==> src/logic/wdtr_pkg.sv <==
// Package of constants and types for the watchdog timer register block.
// Functional notes
// - Timeout field bits 5:2 selects 8 to 8K oscillator cycles, doubling per code.
// - Reserved timeout codes 1011 to 1111 never cause a timeout.
// - In window mode the timeout field gives the open window length.
// - Timeout field and enable load from fuses; change-enable starts at zero.
// - Control fields change only when the same write sets bit 0.
// - Control bit 1 set runs the watchdog; cleared stops it.
// - Both configuration registers change only under change protection.
// - Lock fuse makes control and closed field read-only; window bits 1:0 stay writable.
// - Window bits 5:2 give closed window length, coded as the timeout field.
// - Reserved closed codes 1011 to 1111 never give a closed-window timeout.
// - In normal mode the closed-window field has no effect.
// - Closed field and window enable load from fuses; window change-enable resets zero.
// - Window fields change only when the same write sets its change-enable bit.
// - Window enable set selects window mode; cleared returns to normal mode.
// - Busy flag in status bit 0 is set while a written value crosses over.
// - Crossing and busy flag happen only while the watchdog is enabled or a control write starts it.
// - Reserved bits read zero; software writes zeros to them.
// - No restart before the timeout expires issues a system reset.
// - A restart during the closed window issues an immediate system reset.
// - The open window follows the closed one; total is their sum.
// - With lock set software cannot stop it; reset resumes fuse operation.
`default_nettype none
package wdtr_pkg;

   localparam logic [7:0] OFF_CTRL   = 8'h00;
   localparam logic [7:0] OFF_WIN    = 8'h01;
   localparam logic [7:0] OFF_STATUS = 8'h02;

   localparam int CHG_EN_BIT   = 0;
   localparam int ENABLE_BIT   = 1;
   localparam int SEL_LSB      = 2;
   localparam int SEL_MSB      = 5;
   localparam int BUSY_BIT     = 0;

   localparam logic [3:0] MAX_CODE   = 4'ha;
   localparam logic [3:0] SEL_RESET  = 4'h0;
   localparam int         BASE_TICKS = 8;
   // Oscillator ticks that a written value takes to reach the counter side.
   localparam logic [1:0] SYNC_TICKS = 2'h2;

   typedef struct packed {
      logic [3:0] timeoutSel;
      logic       enable;
      logic [3:0] windowSel;
      logic       windowEn;
   } wdtr_cfg_t;

   localparam wdtr_cfg_t CFG_RESET = '{
      timeoutSel: SEL_RESET, enable: 1'b0,
      windowSel: SEL_RESET, windowEn: 1'b0};

   typedef enum logic {
      PH_CLOSED,
      PH_OPEN
   } wdtr_phase_t;

endpackage
`default_nettype wire

==> src/logic/wdtr_core.sv <==
// Watchdog timer with its configuration, window and status registers.
//
// Decided for this implementation: the strobed register port.
`timescale 1ns/100ps
`default_nettype none
module wdtr_core #(
   parameter int ADDR_W = 8,
   parameter int CNT_W  = 14
) (
   input  wire  logic              core_clk,
   input  wire  logic              nrst,
   input  wire  logic [ADDR_W-1:0] regAddr,
   input  wire  logic [7:0]        regWrData,
   input  wire  logic              regWr,
   input  wire  logic              regRd,
   output var   logic [7:0]        regRdData,
   input  wire  logic              cfgUnlock,
   input  wire  logic              lockFuse,
   input  wire  logic [3:0]        timeoutFuseField,
   input  wire  logic              enableFuse,
   input  wire  logic [3:0]        windowFuseField,
   input  wire  logic              windowEnFuse,
   input  wire  logic              lowPowerOscTick,
   input  wire  logic              restartInstr,
   output var   logic              domainCrossingPending,
   output var   logic              sysReset
);

   wdtr_pkg::wdtr_cfg_t   cfg_q;
   wdtr_pkg::wdtr_cfg_t   active_q;
   wdtr_pkg::wdtr_phase_t phase_q;
   logic                  loaded_q;
   logic                  busy_q;
   logic [1:0]            syncCnt_q;
   logic                  restartPend_q;
   logic [CNT_W-1:0]      cnt_q;
   logic [7:0]            rdData_q;
   logic                  sysReset_q;

   logic                  ctrlWr;
   logic                  winWr;
   logic                  syncNeeded;
   logic                  syncDone;
   logic                  inClosed;
   logic [CNT_W-1:0]      cntInc;
   logic                  closedEnd;
   logic                  openEnd;
   logic                  closedRestart;
   logic                  restartOk;

   function automatic logic codeValid(input logic [3:0] sel);
      codeValid = (sel <= wdtr_pkg::MAX_CODE);
   endfunction

   function automatic logic [CNT_W-1:0] periodOf(input logic [3:0] sel);
      logic [CNT_W-1:0] base;
      base     = CNT_W'(wdtr_pkg::BASE_TICKS);
      periodOf = base << sel;
   endfunction

   // Writes pass only under the protection window and with their own
   // change-enable bit set in the same write.
   assign ctrlWr = regWr && (regAddr == ADDR_W'(wdtr_pkg::OFF_CTRL))
                   && cfgUnlock && !lockFuse
                   && regWrData[wdtr_pkg::CHG_EN_BIT];
   assign winWr  = regWr && (regAddr == ADDR_W'(wdtr_pkg::OFF_WIN))
                   && cfgUnlock
                   && regWrData[wdtr_pkg::CHG_EN_BIT];

   // A write only needs a crossing while the watchdog runs or is started.
   assign syncNeeded = (ctrlWr || winWr) && (cfg_q.enable
                       || (ctrlWr && regWrData[wdtr_pkg::ENABLE_BIT]));
   assign syncDone   = busy_q && lowPowerOscTick
                       && (syncCnt_q == wdtr_pkg::SYNC_TICKS - 2'h1);

   // Fuses are taken one edge after reset release, then software owns it.
   always_ff @(posedge core_clk or negedge nrst) begin
      if (!nrst) begin
         loaded_q <= 1'b0;
         cfg_q    <= wdtr_pkg::CFG_RESET;
      end else if (!loaded_q) begin
         loaded_q         <= 1'b1;
         cfg_q.timeoutSel <= timeoutFuseField;
         cfg_q.enable     <= enableFuse;
         cfg_q.windowSel  <= windowFuseField;
         cfg_q.windowEn   <= windowEnFuse;
      end else begin
         if (ctrlWr) begin
            cfg_q.timeoutSel <= regWrData[wdtr_pkg::SEL_MSB:wdtr_pkg::SEL_LSB];
            cfg_q.enable     <= regWrData[wdtr_pkg::ENABLE_BIT];
         end
         if (winWr) begin
            if (!lockFuse) begin
               cfg_q.windowSel <=
                  regWrData[wdtr_pkg::SEL_MSB:wdtr_pkg::SEL_LSB];
            end
            cfg_q.windowEn <= regWrData[wdtr_pkg::ENABLE_BIT];
         end
      end
   end

   // A new write during a crossing restarts it, so the set beats the clear.
   always_ff @(posedge core_clk or negedge nrst) begin
      if (!nrst) begin
         busy_q    <= 1'b0;
         syncCnt_q <= 2'h0;
      end else if (syncNeeded) begin
         busy_q    <= 1'b1;
         syncCnt_q <= 2'h0;
      end else if (syncDone) begin
         busy_q    <= 1'b0;
         syncCnt_q <= 2'h0;
      end else if (busy_q && lowPowerOscTick) begin
         syncCnt_q <= syncCnt_q + 2'h1;
      end
   end

   // Counter side sees settings only once they have crossed; a stopped
   // watchdog has nothing to protect, so it follows immediately.
   always_ff @(posedge core_clk or negedge nrst) begin
      if (!nrst) begin
         active_q <= wdtr_pkg::CFG_RESET;
      end else if (!loaded_q) begin
         // A fuse-enabled watchdog must run straight from reset, before
         // any crossing has ever happened.
         active_q.timeoutSel <= timeoutFuseField;
         active_q.enable     <= enableFuse;
         active_q.windowSel  <= windowFuseField;
         active_q.windowEn   <= windowEnFuse;
      end else if (syncDone || (!busy_q && !cfg_q.enable)) begin
         active_q <= cfg_q;
      end
   end

   always_ff @(posedge core_clk or negedge nrst) begin
      if (!nrst) begin
         restartPend_q <= 1'b0;
      end else if (restartInstr) begin
         restartPend_q <= 1'b1;
      end else if (lowPowerOscTick) begin
         restartPend_q <= 1'b0;
      end
   end

   assign inClosed = (phase_q == wdtr_pkg::PH_CLOSED) && active_q.windowEn
                     && codeValid(active_q.windowSel);
   assign cntInc   = cnt_q + CNT_W'(1);
   assign closedEnd = inClosed
                      && (cntInc == periodOf(active_q.windowSel));
   assign openEnd  = !inClosed && codeValid(active_q.timeoutSel)
                     && (cntInc == periodOf(active_q.timeoutSel));
   assign closedRestart = active_q.enable && lowPowerOscTick
                          && restartPend_q && inClosed;
   assign restartOk     = active_q.enable && lowPowerOscTick
                          && restartPend_q && !inClosed;

   always_ff @(posedge core_clk or negedge nrst) begin
      if (!nrst) begin
         cnt_q      <= '0;
         phase_q    <= wdtr_pkg::PH_CLOSED;
         sysReset_q <= 1'b0;
      end else begin
         sysReset_q <= 1'b0;
         if (!active_q.enable) begin
            cnt_q   <= '0;
            phase_q <= wdtr_pkg::PH_CLOSED;
         end else if (lowPowerOscTick) begin
            if (closedRestart) begin
               sysReset_q <= 1'b1;
               cnt_q      <= '0;
               phase_q    <= wdtr_pkg::PH_CLOSED;
            end else if (restartPend_q) begin
               cnt_q   <= '0;
               phase_q <= wdtr_pkg::PH_CLOSED;
            end else if (closedEnd) begin
               cnt_q   <= '0;
               phase_q <= wdtr_pkg::PH_OPEN;
            end else if (openEnd) begin
               sysReset_q <= 1'b1;
               cnt_q      <= '0;
               phase_q    <= wdtr_pkg::PH_CLOSED;
            end else if (!codeValid(active_q.timeoutSel) && !inClosed) begin
               cnt_q <= cnt_q;
            end else begin
               cnt_q <= cntInc;
            end
         end
      end
   end

   always_ff @(posedge core_clk or negedge nrst) begin
      if (!nrst) begin
         rdData_q <= 8'h00;
      end else if (regRd) begin
         case (regAddr)
            ADDR_W'(wdtr_pkg::OFF_CTRL):
               rdData_q <= {2'h0, cfg_q.timeoutSel, cfg_q.enable, 1'b0};
            ADDR_W'(wdtr_pkg::OFF_WIN):
               rdData_q <= {2'h0, cfg_q.windowSel, cfg_q.windowEn, 1'b0};
            ADDR_W'(wdtr_pkg::OFF_STATUS):
               rdData_q <= {7'h00, busy_q};
            default:
               rdData_q <= 8'h00;
         endcase
      end else begin
         rdData_q <= 8'h00;
      end
   end

   assign regRdData             = rdData_q;
   assign domainCrossingPending = busy_q;
   assign sysReset              = sysReset_q;

   a_reserved_timeout: assert property (@(posedge core_clk) disable iff (!nrst)
      !codeValid(active_q.timeoutSel) && !restartPend_q |=> !sysReset_q)
      else $error("reset issued with reserved timeout code");

   a_ctrl_gated: assert property (@(posedge core_clk) disable iff (!nrst)
      loaded_q && regWr && regAddr == ADDR_W'(wdtr_pkg::OFF_CTRL)
      && (!regWrData[wdtr_pkg::CHG_EN_BIT] || !cfgUnlock)
      |=> $stable(cfg_q.timeoutSel) && $stable(cfg_q.enable))
      else $error("control changed without change enable");

   a_lock_readonly: assert property (@(posedge core_clk) disable iff (!nrst)
      loaded_q && lockFuse |=> $stable(cfg_q.timeoutSel)
      && $stable(cfg_q.enable) && $stable(cfg_q.windowSel))
      else $error("locked field changed");

   a_win_enable: assert property (@(posedge core_clk) disable iff (!nrst)
      loaded_q && winWr |=> cfg_q.windowEn == $past(regWrData[1]))
      else $error("window enable not written");

   a_busy_set: assert property (@(posedge core_clk) disable iff (!nrst)
      loaded_q && ctrlWr && regWrData[wdtr_pkg::ENABLE_BIT]
      |=> busy_q ##1 (busy_q || active_q == $past(cfg_q)))
      else $error("busy not raised on write");

   a_busy_idle: assert property (@(posedge core_clk) disable iff (!nrst)
      loaded_q && !cfg_q.enable && !busy_q && !ctrlWr |=> !busy_q)
      else $error("busy raised while disabled");

   a_status_read: assert property (@(posedge core_clk) disable iff (!nrst)
      regRd && regAddr == ADDR_W'(wdtr_pkg::OFF_STATUS)
      |=> regRdData == {7'h00, $past(busy_q)})
      else $error("status read wrong");

   a_timeout_reset: assert property (@(posedge core_clk) disable iff (!nrst)
      active_q.enable && lowPowerOscTick && !restartPend_q && openEnd
      |=> sysReset_q ##1 !sysReset_q)
      else $error("missed timeout reset");

   a_closed_restart: assert property (@(posedge core_clk) disable iff (!nrst)
      closedRestart |=> sysReset_q && cnt_q == '0)
      else $error("closed window restart not reset");

   a_restart_clear: assert property (@(posedge core_clk) disable iff (!nrst)
      restartOk |=> cnt_q == '0 && !sysReset_q
      && phase_q == wdtr_pkg::PH_CLOSED)
      else $error("restart did not clear counter");

   // The checks below guard paths that the bench reaches only rarely, such
   // as the fuse load and the end of the closed phase.
   a_fuse_load: assert property (@(posedge core_clk) disable iff (!nrst)
      !loaded_q |=> loaded_q
      && cfg_q.timeoutSel == $past(timeoutFuseField)
      && cfg_q.enable == $past(enableFuse)
      && active_q.enable == $past(enableFuse))
      else $error("control fuses not loaded");

   a_fuse_window: assert property (@(posedge core_clk) disable iff (!nrst)
      !loaded_q |=> cfg_q.windowSel == $past(windowFuseField)
      && cfg_q.windowEn == $past(windowEnFuse))
      else $error("window fuses not loaded");

   a_ctrl_write: assert property (@(posedge core_clk) disable iff (!nrst)
      loaded_q && ctrlWr
      |=> cfg_q.timeoutSel
          == $past(regWrData[wdtr_pkg::SEL_MSB:wdtr_pkg::SEL_LSB])
      && cfg_q.enable == $past(regWrData[wdtr_pkg::ENABLE_BIT]))
      else $error("accepted control write not stored");

   a_win_write: assert property (@(posedge core_clk) disable iff (!nrst)
      loaded_q && winWr && !lockFuse
      |=> cfg_q.windowSel
          == $past(regWrData[wdtr_pkg::SEL_MSB:wdtr_pkg::SEL_LSB]))
      else $error("accepted window write not stored");

   a_win_gated: assert property (@(posedge core_clk) disable iff (!nrst)
      loaded_q && regWr && regAddr == ADDR_W'(wdtr_pkg::OFF_WIN)
      && (!regWrData[wdtr_pkg::CHG_EN_BIT] || !cfgUnlock)
      |=> $stable(cfg_q.windowSel) && $stable(cfg_q.windowEn))
      else $error("window changed without change enable");

   a_lock_stop: assert property (@(posedge core_clk) disable iff (!nrst)
      loaded_q && lockFuse && cfg_q.enable |=> cfg_q.enable)
      else $error("locked watchdog was stopped");

   a_disabled_idle: assert property (@(posedge core_clk) disable iff (!nrst)
      !active_q.enable |=> cnt_q == '0 && !sysReset_q)
      else $error("stopped watchdog still counting");

   // A pending clear must never be lost behind a later oscillator tick.
   a_restart_latch: assert property (@(posedge core_clk) disable iff (!nrst)
      restartInstr |=> restartPend_q)
      else $error("restart request not latched");

   a_closed_end: assert property (@(posedge core_clk) disable iff (!nrst)
      active_q.enable && lowPowerOscTick && !restartPend_q && closedEnd
      |=> phase_q == wdtr_pkg::PH_OPEN && cnt_q == '0 && !sysReset_q)
      else $error("open window did not follow closed");

   a_reserved_closed: assert property (@(posedge core_clk) disable iff (!nrst)
      active_q.enable && lowPowerOscTick && restartPend_q
      && active_q.windowEn && !codeValid(active_q.windowSel)
      |=> !sysReset_q)
      else $error("reserved closed code gave a reset");

   a_normal_ignores: assert property (@(posedge core_clk) disable iff (!nrst)
      active_q.enable && lowPowerOscTick && restartPend_q
      && !active_q.windowEn |=> !sysReset_q && cnt_q == '0)
      else $error("normal mode restart gave a reset");

   a_busy_clear: assert property (@(posedge core_clk) disable iff (!nrst)
      syncDone && !syncNeeded
      |=> !busy_q && active_q == $past(cfg_q))
      else $error("crossing end did not hand over");

   a_reserved_read: assert property (@(posedge core_clk) disable iff (!nrst)
      regRd && regAddr != ADDR_W'(wdtr_pkg::OFF_STATUS)
      |=> regRdData[7:6] == 2'h0 && !regRdData[0])
      else $error("reserved bits read non-zero");

endmodule
`default_nettype wire

==> config.mk <==
export PLATFORM = sky130hd
export DESIGN_NAME = wdtr_core
export DESIGN_NICKNAME = d
export VERILOG_FILES = /design/src/logic/wdtr_pkg.sv /design/src/logic/wdtr_core.sv
export SDC_FILE = /design/constraint.sdc
export NUM_CORES = 1
export LEC_CHECK = 0
export ABC_AREA = 1
export BUFFER_PORTS_ARGS = -buffer_cell sky130_fd_sc_hd__buf_2
export CAP_MARGIN = 30
export CELL_PAD_IN_SITES_DETAIL_PLACEMENT = 1
export CELL_PAD_IN_SITES_GLOBAL_PLACEMENT = 1
export CORE_MARGIN = 2
export CORE_UTILIZATION = 35
export DETAILED_ROUTE_END_ITERATION = 12
export GPL_TIMING_DRIVEN = 0
export PLACE_DENSITY_LB_ADDON = 0.12
export SYNTH_ARGS = -nofsm -noshare
export SYNTH_HDL_FRONTEND = slang
export SYNTH_SLANG_ARGS = --single-unit
==> constraint.sdc <==
create_clock -name core_clk -period 2.8 [get_ports core_clk]
set_input_delay 0.28 -clock core_clk [delete_from_list [all_inputs] [get_ports core_clk]]
set_output_delay 0.28 -clock core_clk [all_outputs]
set_load 0.05 [all_outputs]
==> results.yml, run 1 <==
status:
  outcome: "completed"
clock_tree:
  cts_tree: "built"
  cts_setup_buffers: 0
  clockBufferDepth: 2
  path_clk_slew_ps: 100
  numCtsBuffers: 5
  cts.sinks: 47
  cts_root_buf: "clkbuf_8"
  cts.htree.levels: 2
  clk_latency_ps: 310
route:
  first_iter_violations: 68
  drt_pass1_iterations: 4
  routed_via_density: 5.032
  wl_um: 9593
  num_vias: 3301
  drcViolationCount: 0
  ant_nets: 0
  wire_per_inst_um: 14.62
floorplan:
  dieArea_um2: 9989
  design.core.area_um2: 9065
  dieWidth_um: 99.95
  die_h_um: 99.95
  rows: 35
  initial_core_util_pct: 35.54
  pin_count: 44
yosys:
  synthArstFlopShare_pct: 100.0
  synth_cells: 495
  ys.flop_type: "dfrtp_1"
  yosys_warnings: 0
  synth.distinct_cells: 35
  netlist_area_um2: 3222
  synth-edff-count: 0
  ys_ff_latch: 47
  syn_area_per_cell_um2: 6.509
  seq_area_frac_synth_pct: 36.50
grt:
  track_usage_pct: 20.62
  grt_pass1_wl_um: 16480
  grt_max_degree: 30
  grt_pass1_vias: 3449
  antenna_found_initial: 0
  overflow: 0
timing:
  finClkSkew_ps: 7.148
  grt_setup_unrepaired: "false"
  finalMaxSlewViolations: 0
  period_share_pct: 90.28
  tns_ps: 0
  hold_slack_ps: 159.9
  fmax_mhz: 395.6
  hold_violations: 0
  setup_viol: 0
  post-route-min-period_ps: 2528
power_and_ir_drop:
  vdd_ir_drop_max_uv: 225.2
  switching_share_pct: 38.33
  comb_power_share_pct: 30.6
  p_int_mw: 1.237
  power.density_nw_per_um2: 540.6
  p_switching_mw: 0.7691
  pwr-share-clk_pct: 28.0
  power_leakage_nw: 1.908
  pwr-share-seq_pct: 41.4
cells_and_area:
  nNetsFinal: 580
  area_growth_pct: 15.18
  final_area_um2: 3711
  antenna_cells: 0
  layout_commonest_cell: "nand2_1"
  drive_gt1_share_pct: 15.23
  layout_common_cells: "nand2_1 (158), inv_1 (66), nor2_1 (66)"
  nFillCells: 1248
worst_setup_path:
  critPathArrivalTime_ps: 2740
  cp-end-kind: "flip-flop"
  cp_max_fo: 10
  cp.required_ps: 3010
  startpoint_type: "flip-flop"
  worst_path_max_delay_cell: "dfrtp_1"
  r2r_slack_ps: 270
  r2r_start: "cnt_q[1]"
  critical_path_class: "reg -> reg"
  rr_endpoint: "cnt_q[2]"
  cpPeakStageDelay_ps: 480
  crit_chain: "ha_1, nand3_1, o21ai_1, nand2_1, nand2_1, nand2_1, nor2_1, nand2_1, nor2_2, nand3_2, nand4_2, nand2_2, buf_6, nand2_1, nand2_1"
  reg2reg_depth: 15
  cp_common_cell: "nand2_1"
run:
  drv_cap: 0
worst_hold_path:
  hold_path.class: "in -> reg"
  holdPathStages: 2
  hp-start: "restartInstr"
  whs_endpoint: "restartPend_q"
placement:
  portBuffers: 39
  dpl_cell_area_um2: 3580
  dp_hpwl_um: 7871
  gp_congestion: 0.9065
## cell type report
class	count	area [um^2]	share of cell area (%)
Timing Repair Buffer	41	225.2	6.069
Multi-Input combinational cell	370	1728	46.56
Tap cell	111	138.9	3.742
Clock inverter	2	38.79	1.045
Clock buffer	6	82.58	2.225
Inverter	69	259.0	6.979
Buffer	10	62.56	1.686
Sequential cell	47	1176	31.69
## per-stage QoR
stage               instances  utilization [%]  worst slack (ps)  power (mW)
floorplan                 496                -             817.9       1.259
global placement          646            39.27             406.5       1.436
detailed placement        647            39.49             345.4       1.464
CTS                       656            40.94             281.7       2.035
global route              656            40.94             11.87       2.161
finish                    656            40.94             272.2       2.006
## kinds of logic after synthesis
kind of cell             Yosys count  synth area share [%]
XOR/XNOR                           1                0.2719
buffers and inverters             79                 9.980
other                              2                0.2331
adder cells (fa/ha/maj)            2                0.7766
AO/OA/AOI/OAI                     44                 7.767
AND/OR/NAND/NOR                  320                 44.47
flip-flops                        47                 36.50
## per-layer routing
metal  wire, um  part of all wire (%)  track usage (%)  vias up
met4        313                   3.3            7.482        0
li1           -                     -                -     1667
met1       4368                    46            24.56     1556
met2       4657                    49            37.84       57
met3        254                   2.6            2.716       21
met5          0                     0                0        -
## sequential cells by signal, summed over array words and instances, names as in the netlist
signal and count:
cnt_q 14, active_q 10, cfg_q 10, regRdData 6
syncCnt_q 2, domainCrossingPending 1, loaded_q 1, phase_q 1
restartPend_q 1, sysReset 1
## worst max path at each step
| stage | start | to | slack, ps | cells past startpoint |
|---|---|---|---|---|
| 2_1_floorplan | cnt_q[1] | cnt_q[2] | 820 | 15 |
| 3_3_place_gp | cnt_q[1] | cnt_q[3] | 410 | 15 |
| 3_5_place_dp | cnt_q[1] | cnt_q[12] | 350 | 15 |
| 4_1_cts | cnt_q[1] | cnt_q[12] | 280 | 15 |
| 5_1_grt | cnt_q[1] | cnt_q[12] | 10 | 15 |
| 6_report | cnt_q[1] | cnt_q[2] | 270 | 15 |
## synth_stat cells (3+ instances only)
| library cell | instances | area, um^2 |
|---|---|---|
| a21oi_1 | 8 | 40.04 |
| a31oi_1 | 14 | 87.58 |
| clkbuf_1 | 4 | 15.01 |
| dfrtp_1 | 47 | 1176 |
| inv_1 | 66 | 247.7 |
| nand2_1 | 158 | 593.1 |
| nand2_2 | 11 | 68.82 |
| nand3_1 | 38 | 190.2 |
| nand3b_1 | 6 | 45.04 |
| nand4_1 | 22 | 137.6 |
| nor2_1 | 66 | 247.7 |
| nor2_2 | 8 | 50.05 |
| nor2_4 | 3 | 33.78 |
| o21ai_0 | 14 | 70.07 |
| o21ai_1 | 3 | 15.01 |
## power groups by stage
stage	combinational, mW	clock (mW)	sequential, mW
floorplan	0.406	0	0.853
global placement	0.595	0	0.841
detailed placement	0.619	0	0.845
CTS	0.624	0.579	0.832
global route	0.707	0.607	0.847
finish	0.614	0.561	0.831
## worst max-delay path, delay by kind of cell, from the launching register on
kind	cells	cell delay, ps
and+or+nand+nor	12	1240
DFF	1	480
AOI/OAI and AO/OA	1	300
buffers and inverters	1	160
adders and majority gates	1	250
## repair_timing
action                                 in CTS  in global routing
resized for setup                           0                  0
endpoints found under the hold margin      18                  0
hold buffers                                1                  0
Power figures use the tool's default switching activity.
==> run 2, diff against run 1 <==
--- a/config.mk
+++ b/config.mk
@@ -5,7 +5,7 @@
 export SDC_FILE = /design/constraint.sdc
 export NUM_CORES = 1
 export LEC_CHECK = 0
-export ABC_AREA = 1
+export ABC_AREA = 0
 export BUFFER_PORTS_ARGS = -buffer_cell sky130_fd_sc_hd__buf_2
 export CAP_MARGIN = 30
 export CELL_PAD_IN_SITES_DETAIL_PLACEMENT = 1
==> run 2 against run 1 <==
The flow now finishes with violations (setup timing). Critical path depth down 5. Register-to-register slack lost 400 ps. Clock power grew 12%. Hold slack worse by 9.4 ps. Sequential share of layout area is 6.2 points lower. Synthesized cell count is 21% lower. Die area is 4.3% higher. First-iteration DRC count up 66%. Sequential power decreased by 6.1%. Combinational power decreased by 32%. Clock-buffer cell count is 1 lower. Largest cell class unchanged.
==> results.yml, run 2 <==
status:
  outcome: "complete, but fails checks"
  violations: "setup timing"
grt:
  grt_max_degree: 33
  track_usage_pct: 22.78
  antenna_found_initial: 0
  overflow: 0
  grt_pass1_vias: 3535
  grt_pass1_wl_um: 18620
route:
  ant_nets: 0
  num_vias: 3369
  drt_pass1_iterations: 4
  routed_via_density: 5.451
  first_iter_violations: 113
  wire_per_inst_um: 18.88
  drcViolationCount: 0
  wl_um: 11670
timing:
  finClkSkew_ps: 21.31
  setup_viol: 13
  tns_ps: -894.9
  max-slew-margin-rel_pct: 41.82
  fmax_mhz: 341.2
  hold_slack_ps: 150.5
  post-route-min-period_ps: 2931
  finalMaxSlewViolations: 0
  setup_slack_ps: -130.8
  hold_violations: 0
  grt_setup_unrepaired: "true"
  worstMarginPinSlew_ps: 869.6
  period_share_pct: 104.7
cells_and_area:
  reg_top3: "cnt_q x14, active_q x10, cfg_q x10"
  nNetsFinal: 524
  area_growth_pct: 38.35
  layout_commonest_cell: "buf_4"
  drive_gt1_share_pct: 33.95
  layout_common_cells: "buf_4 (43), dfrtp_1 (38), buf_2 (38)"
  largest_register_ffs: 14
  top_register: "cnt_q"
  postLayoutCoreUtil_pct: 50.18
  nFillCells: 1092
  antenna_cells: 0
  final_area_um2: 4658
  final_cell_count_no_fill: 618
floorplan:
  design.core.area_um2: 9284
  pin_count: 44
  die_h_um: 102.1
  dieArea_um2: 10420
  dieWidth_um: 102.1
  rows: 35
  initial_core_util_pct: 36.27
yosys:
  ys_ff_latch: 47
  synth_top_cell_by_area: "dfrtp_1"
  synthArstFlopShare_pct: 100.0
  seq_area_frac_synth_pct: 34.93
  ys_top_cells_by_area: "dfrtp_1 (35%), mux2i_1 (5.4%), xnor2_1 (4.7%)"
  ys.flop_type: "dfrtp_1"
  synth_common_cells: "dfrtp_1 (47), nor2_1 (40), nand2_1 (36)"
  synth-edff-count: 0
  syn_area_per_cell_um2: 8.567
  netlist_area_um2: 3367
  synth.distinct_cells: 65
  synth_cells: 393
  yosys_warnings: 0
  synth_most_common_cell: "dfrtp_1"
  synth_top_area_share_pct: 34.93
worst_setup_path:
  cp.required_ps: 3030
  cp-end-kind: "flip-flop"
  startpoint_type: "flip-flop"
  critPathArrivalTime_ps: 3160
  cp_max_fo: 7
  critical_path_class: "reg -> reg"
  r2r_slack_ps: -130
clock_tree:
  clk_latency_ps: 320
  path_clk_slew_ps: 100
  cts_root_buf: "clkbuf_8"
  cts.htree.levels: 2
  clockBufferDepth: 2
  cts_tree: "built"
  cts.sinks: 47
  numCtsBuffers: 5
placement:
  dp_slack_ps: -658.3
  dpl_cell_area_um2: 3769
  dp.cells: 563
  portBuffers: 38
  dp_hpwl_um: 7686
  gp_congestion: 0.8539
power_and_ir_drop:
  power_leakage_nw: 1.902
  vdd_ir_drop_max_uv: 198.9
  power.density_nw_per_um2: 391.9
  p_total_mw: 1.826
run:
  drv_cap: 0
worst_hold_path:
  hold_path.class: "in -> reg"
==> run 2: worst paths after layout <==
| kind | from | to | depth (start not counted) |
|---|---|---|---|
| min in group asynchronous | nrst | cnt_q[12] | 2 |
| worst max register to register | cnt_q[4] | phase_q | 10 |
| worst min register to register | syncCnt_q[1] | syncCnt_q[1] | 2 |
| worst min-delay path | restartInstr | restartPend_q | 2 |
| max in group asynchronous | nrst | active_q[3] | 3 |
| worst max-delay path | cnt_q[4] | phase_q | 10 |
==> run 2: power breakdown <==
group / internal [mW] / switching (mW)
Sequential: 0.723 / 0.0569
Clock: 0.357 / 0.271
Combinational: 0.164 / 0.254
==> run 2: worst max-delay path: stages (launching register included) <==
cell and delay, ps:
dfrtp_1 430, buf_4 170, clkinvlp_4 180, o21ai_1 230, nand2_1 140, o41ai_1 350, nand3_1 140, or4_4 600
buf_6 160, or3_4 330, a21oi_2 110
==> run 2: logic make-up (layout without fill, tap and decap cells) <==
| kind of cell | after synthesis | count (layout) | synth area share [%] |
|---|---|---|---|
| xor gates and xnor gates | 22 | 22 | 5.723 |
| and+or+nand+nor | 178 | 178 | 29.84 |
| DFF | 47 | 47 | 34.93 |
| AOI/OAI and AO/OA | 85 | 85 | 17.32 |
| adders and majority gates | 2 | 2 | 0.7431 |
| muxes | 20 | 20 | 6.131 |
| other | 2 | 3 | 0.2230 |
| buffers and inverters | 37 | 132 | 5.091 |
==> run 2: final cells by class <==
class | instances | area [um^2] | area share, %
plain buffers | 26 | 150.1 | 3.223
clock buffers | 5 | 68.82 | 1.477
clock inverters | 3 | 67.56 | 1.450
inverters | 9 | 37.54 | 0.8058
multi-input cells | 310 | 2342 | 50.28
flip-flops and latches | 47 | 1187 | 25.49
well taps | 129 | 161.4 | 3.465
repair buffers | 89 | 643.1 | 13.81
==> run 2: repair_timing <==
action / in CTS / in global routing
gates resized for setup: 40 / 41
setup buffers: 35 / 13
endpoints found under the setup margin: 16 / 15
hold endpoints to repair: 15 / 0
gates cloned: 0 / 1
hold buffers: 1 / 0
pin swaps: 16 / 15
==> run 2: layer usage <==
layer  global-route usage [%]  wire length [um]
met2                    39.42              5860
met1                    29.67              5153
met3                    3.694               400
met5                        0                 0
met4                    5.949               251
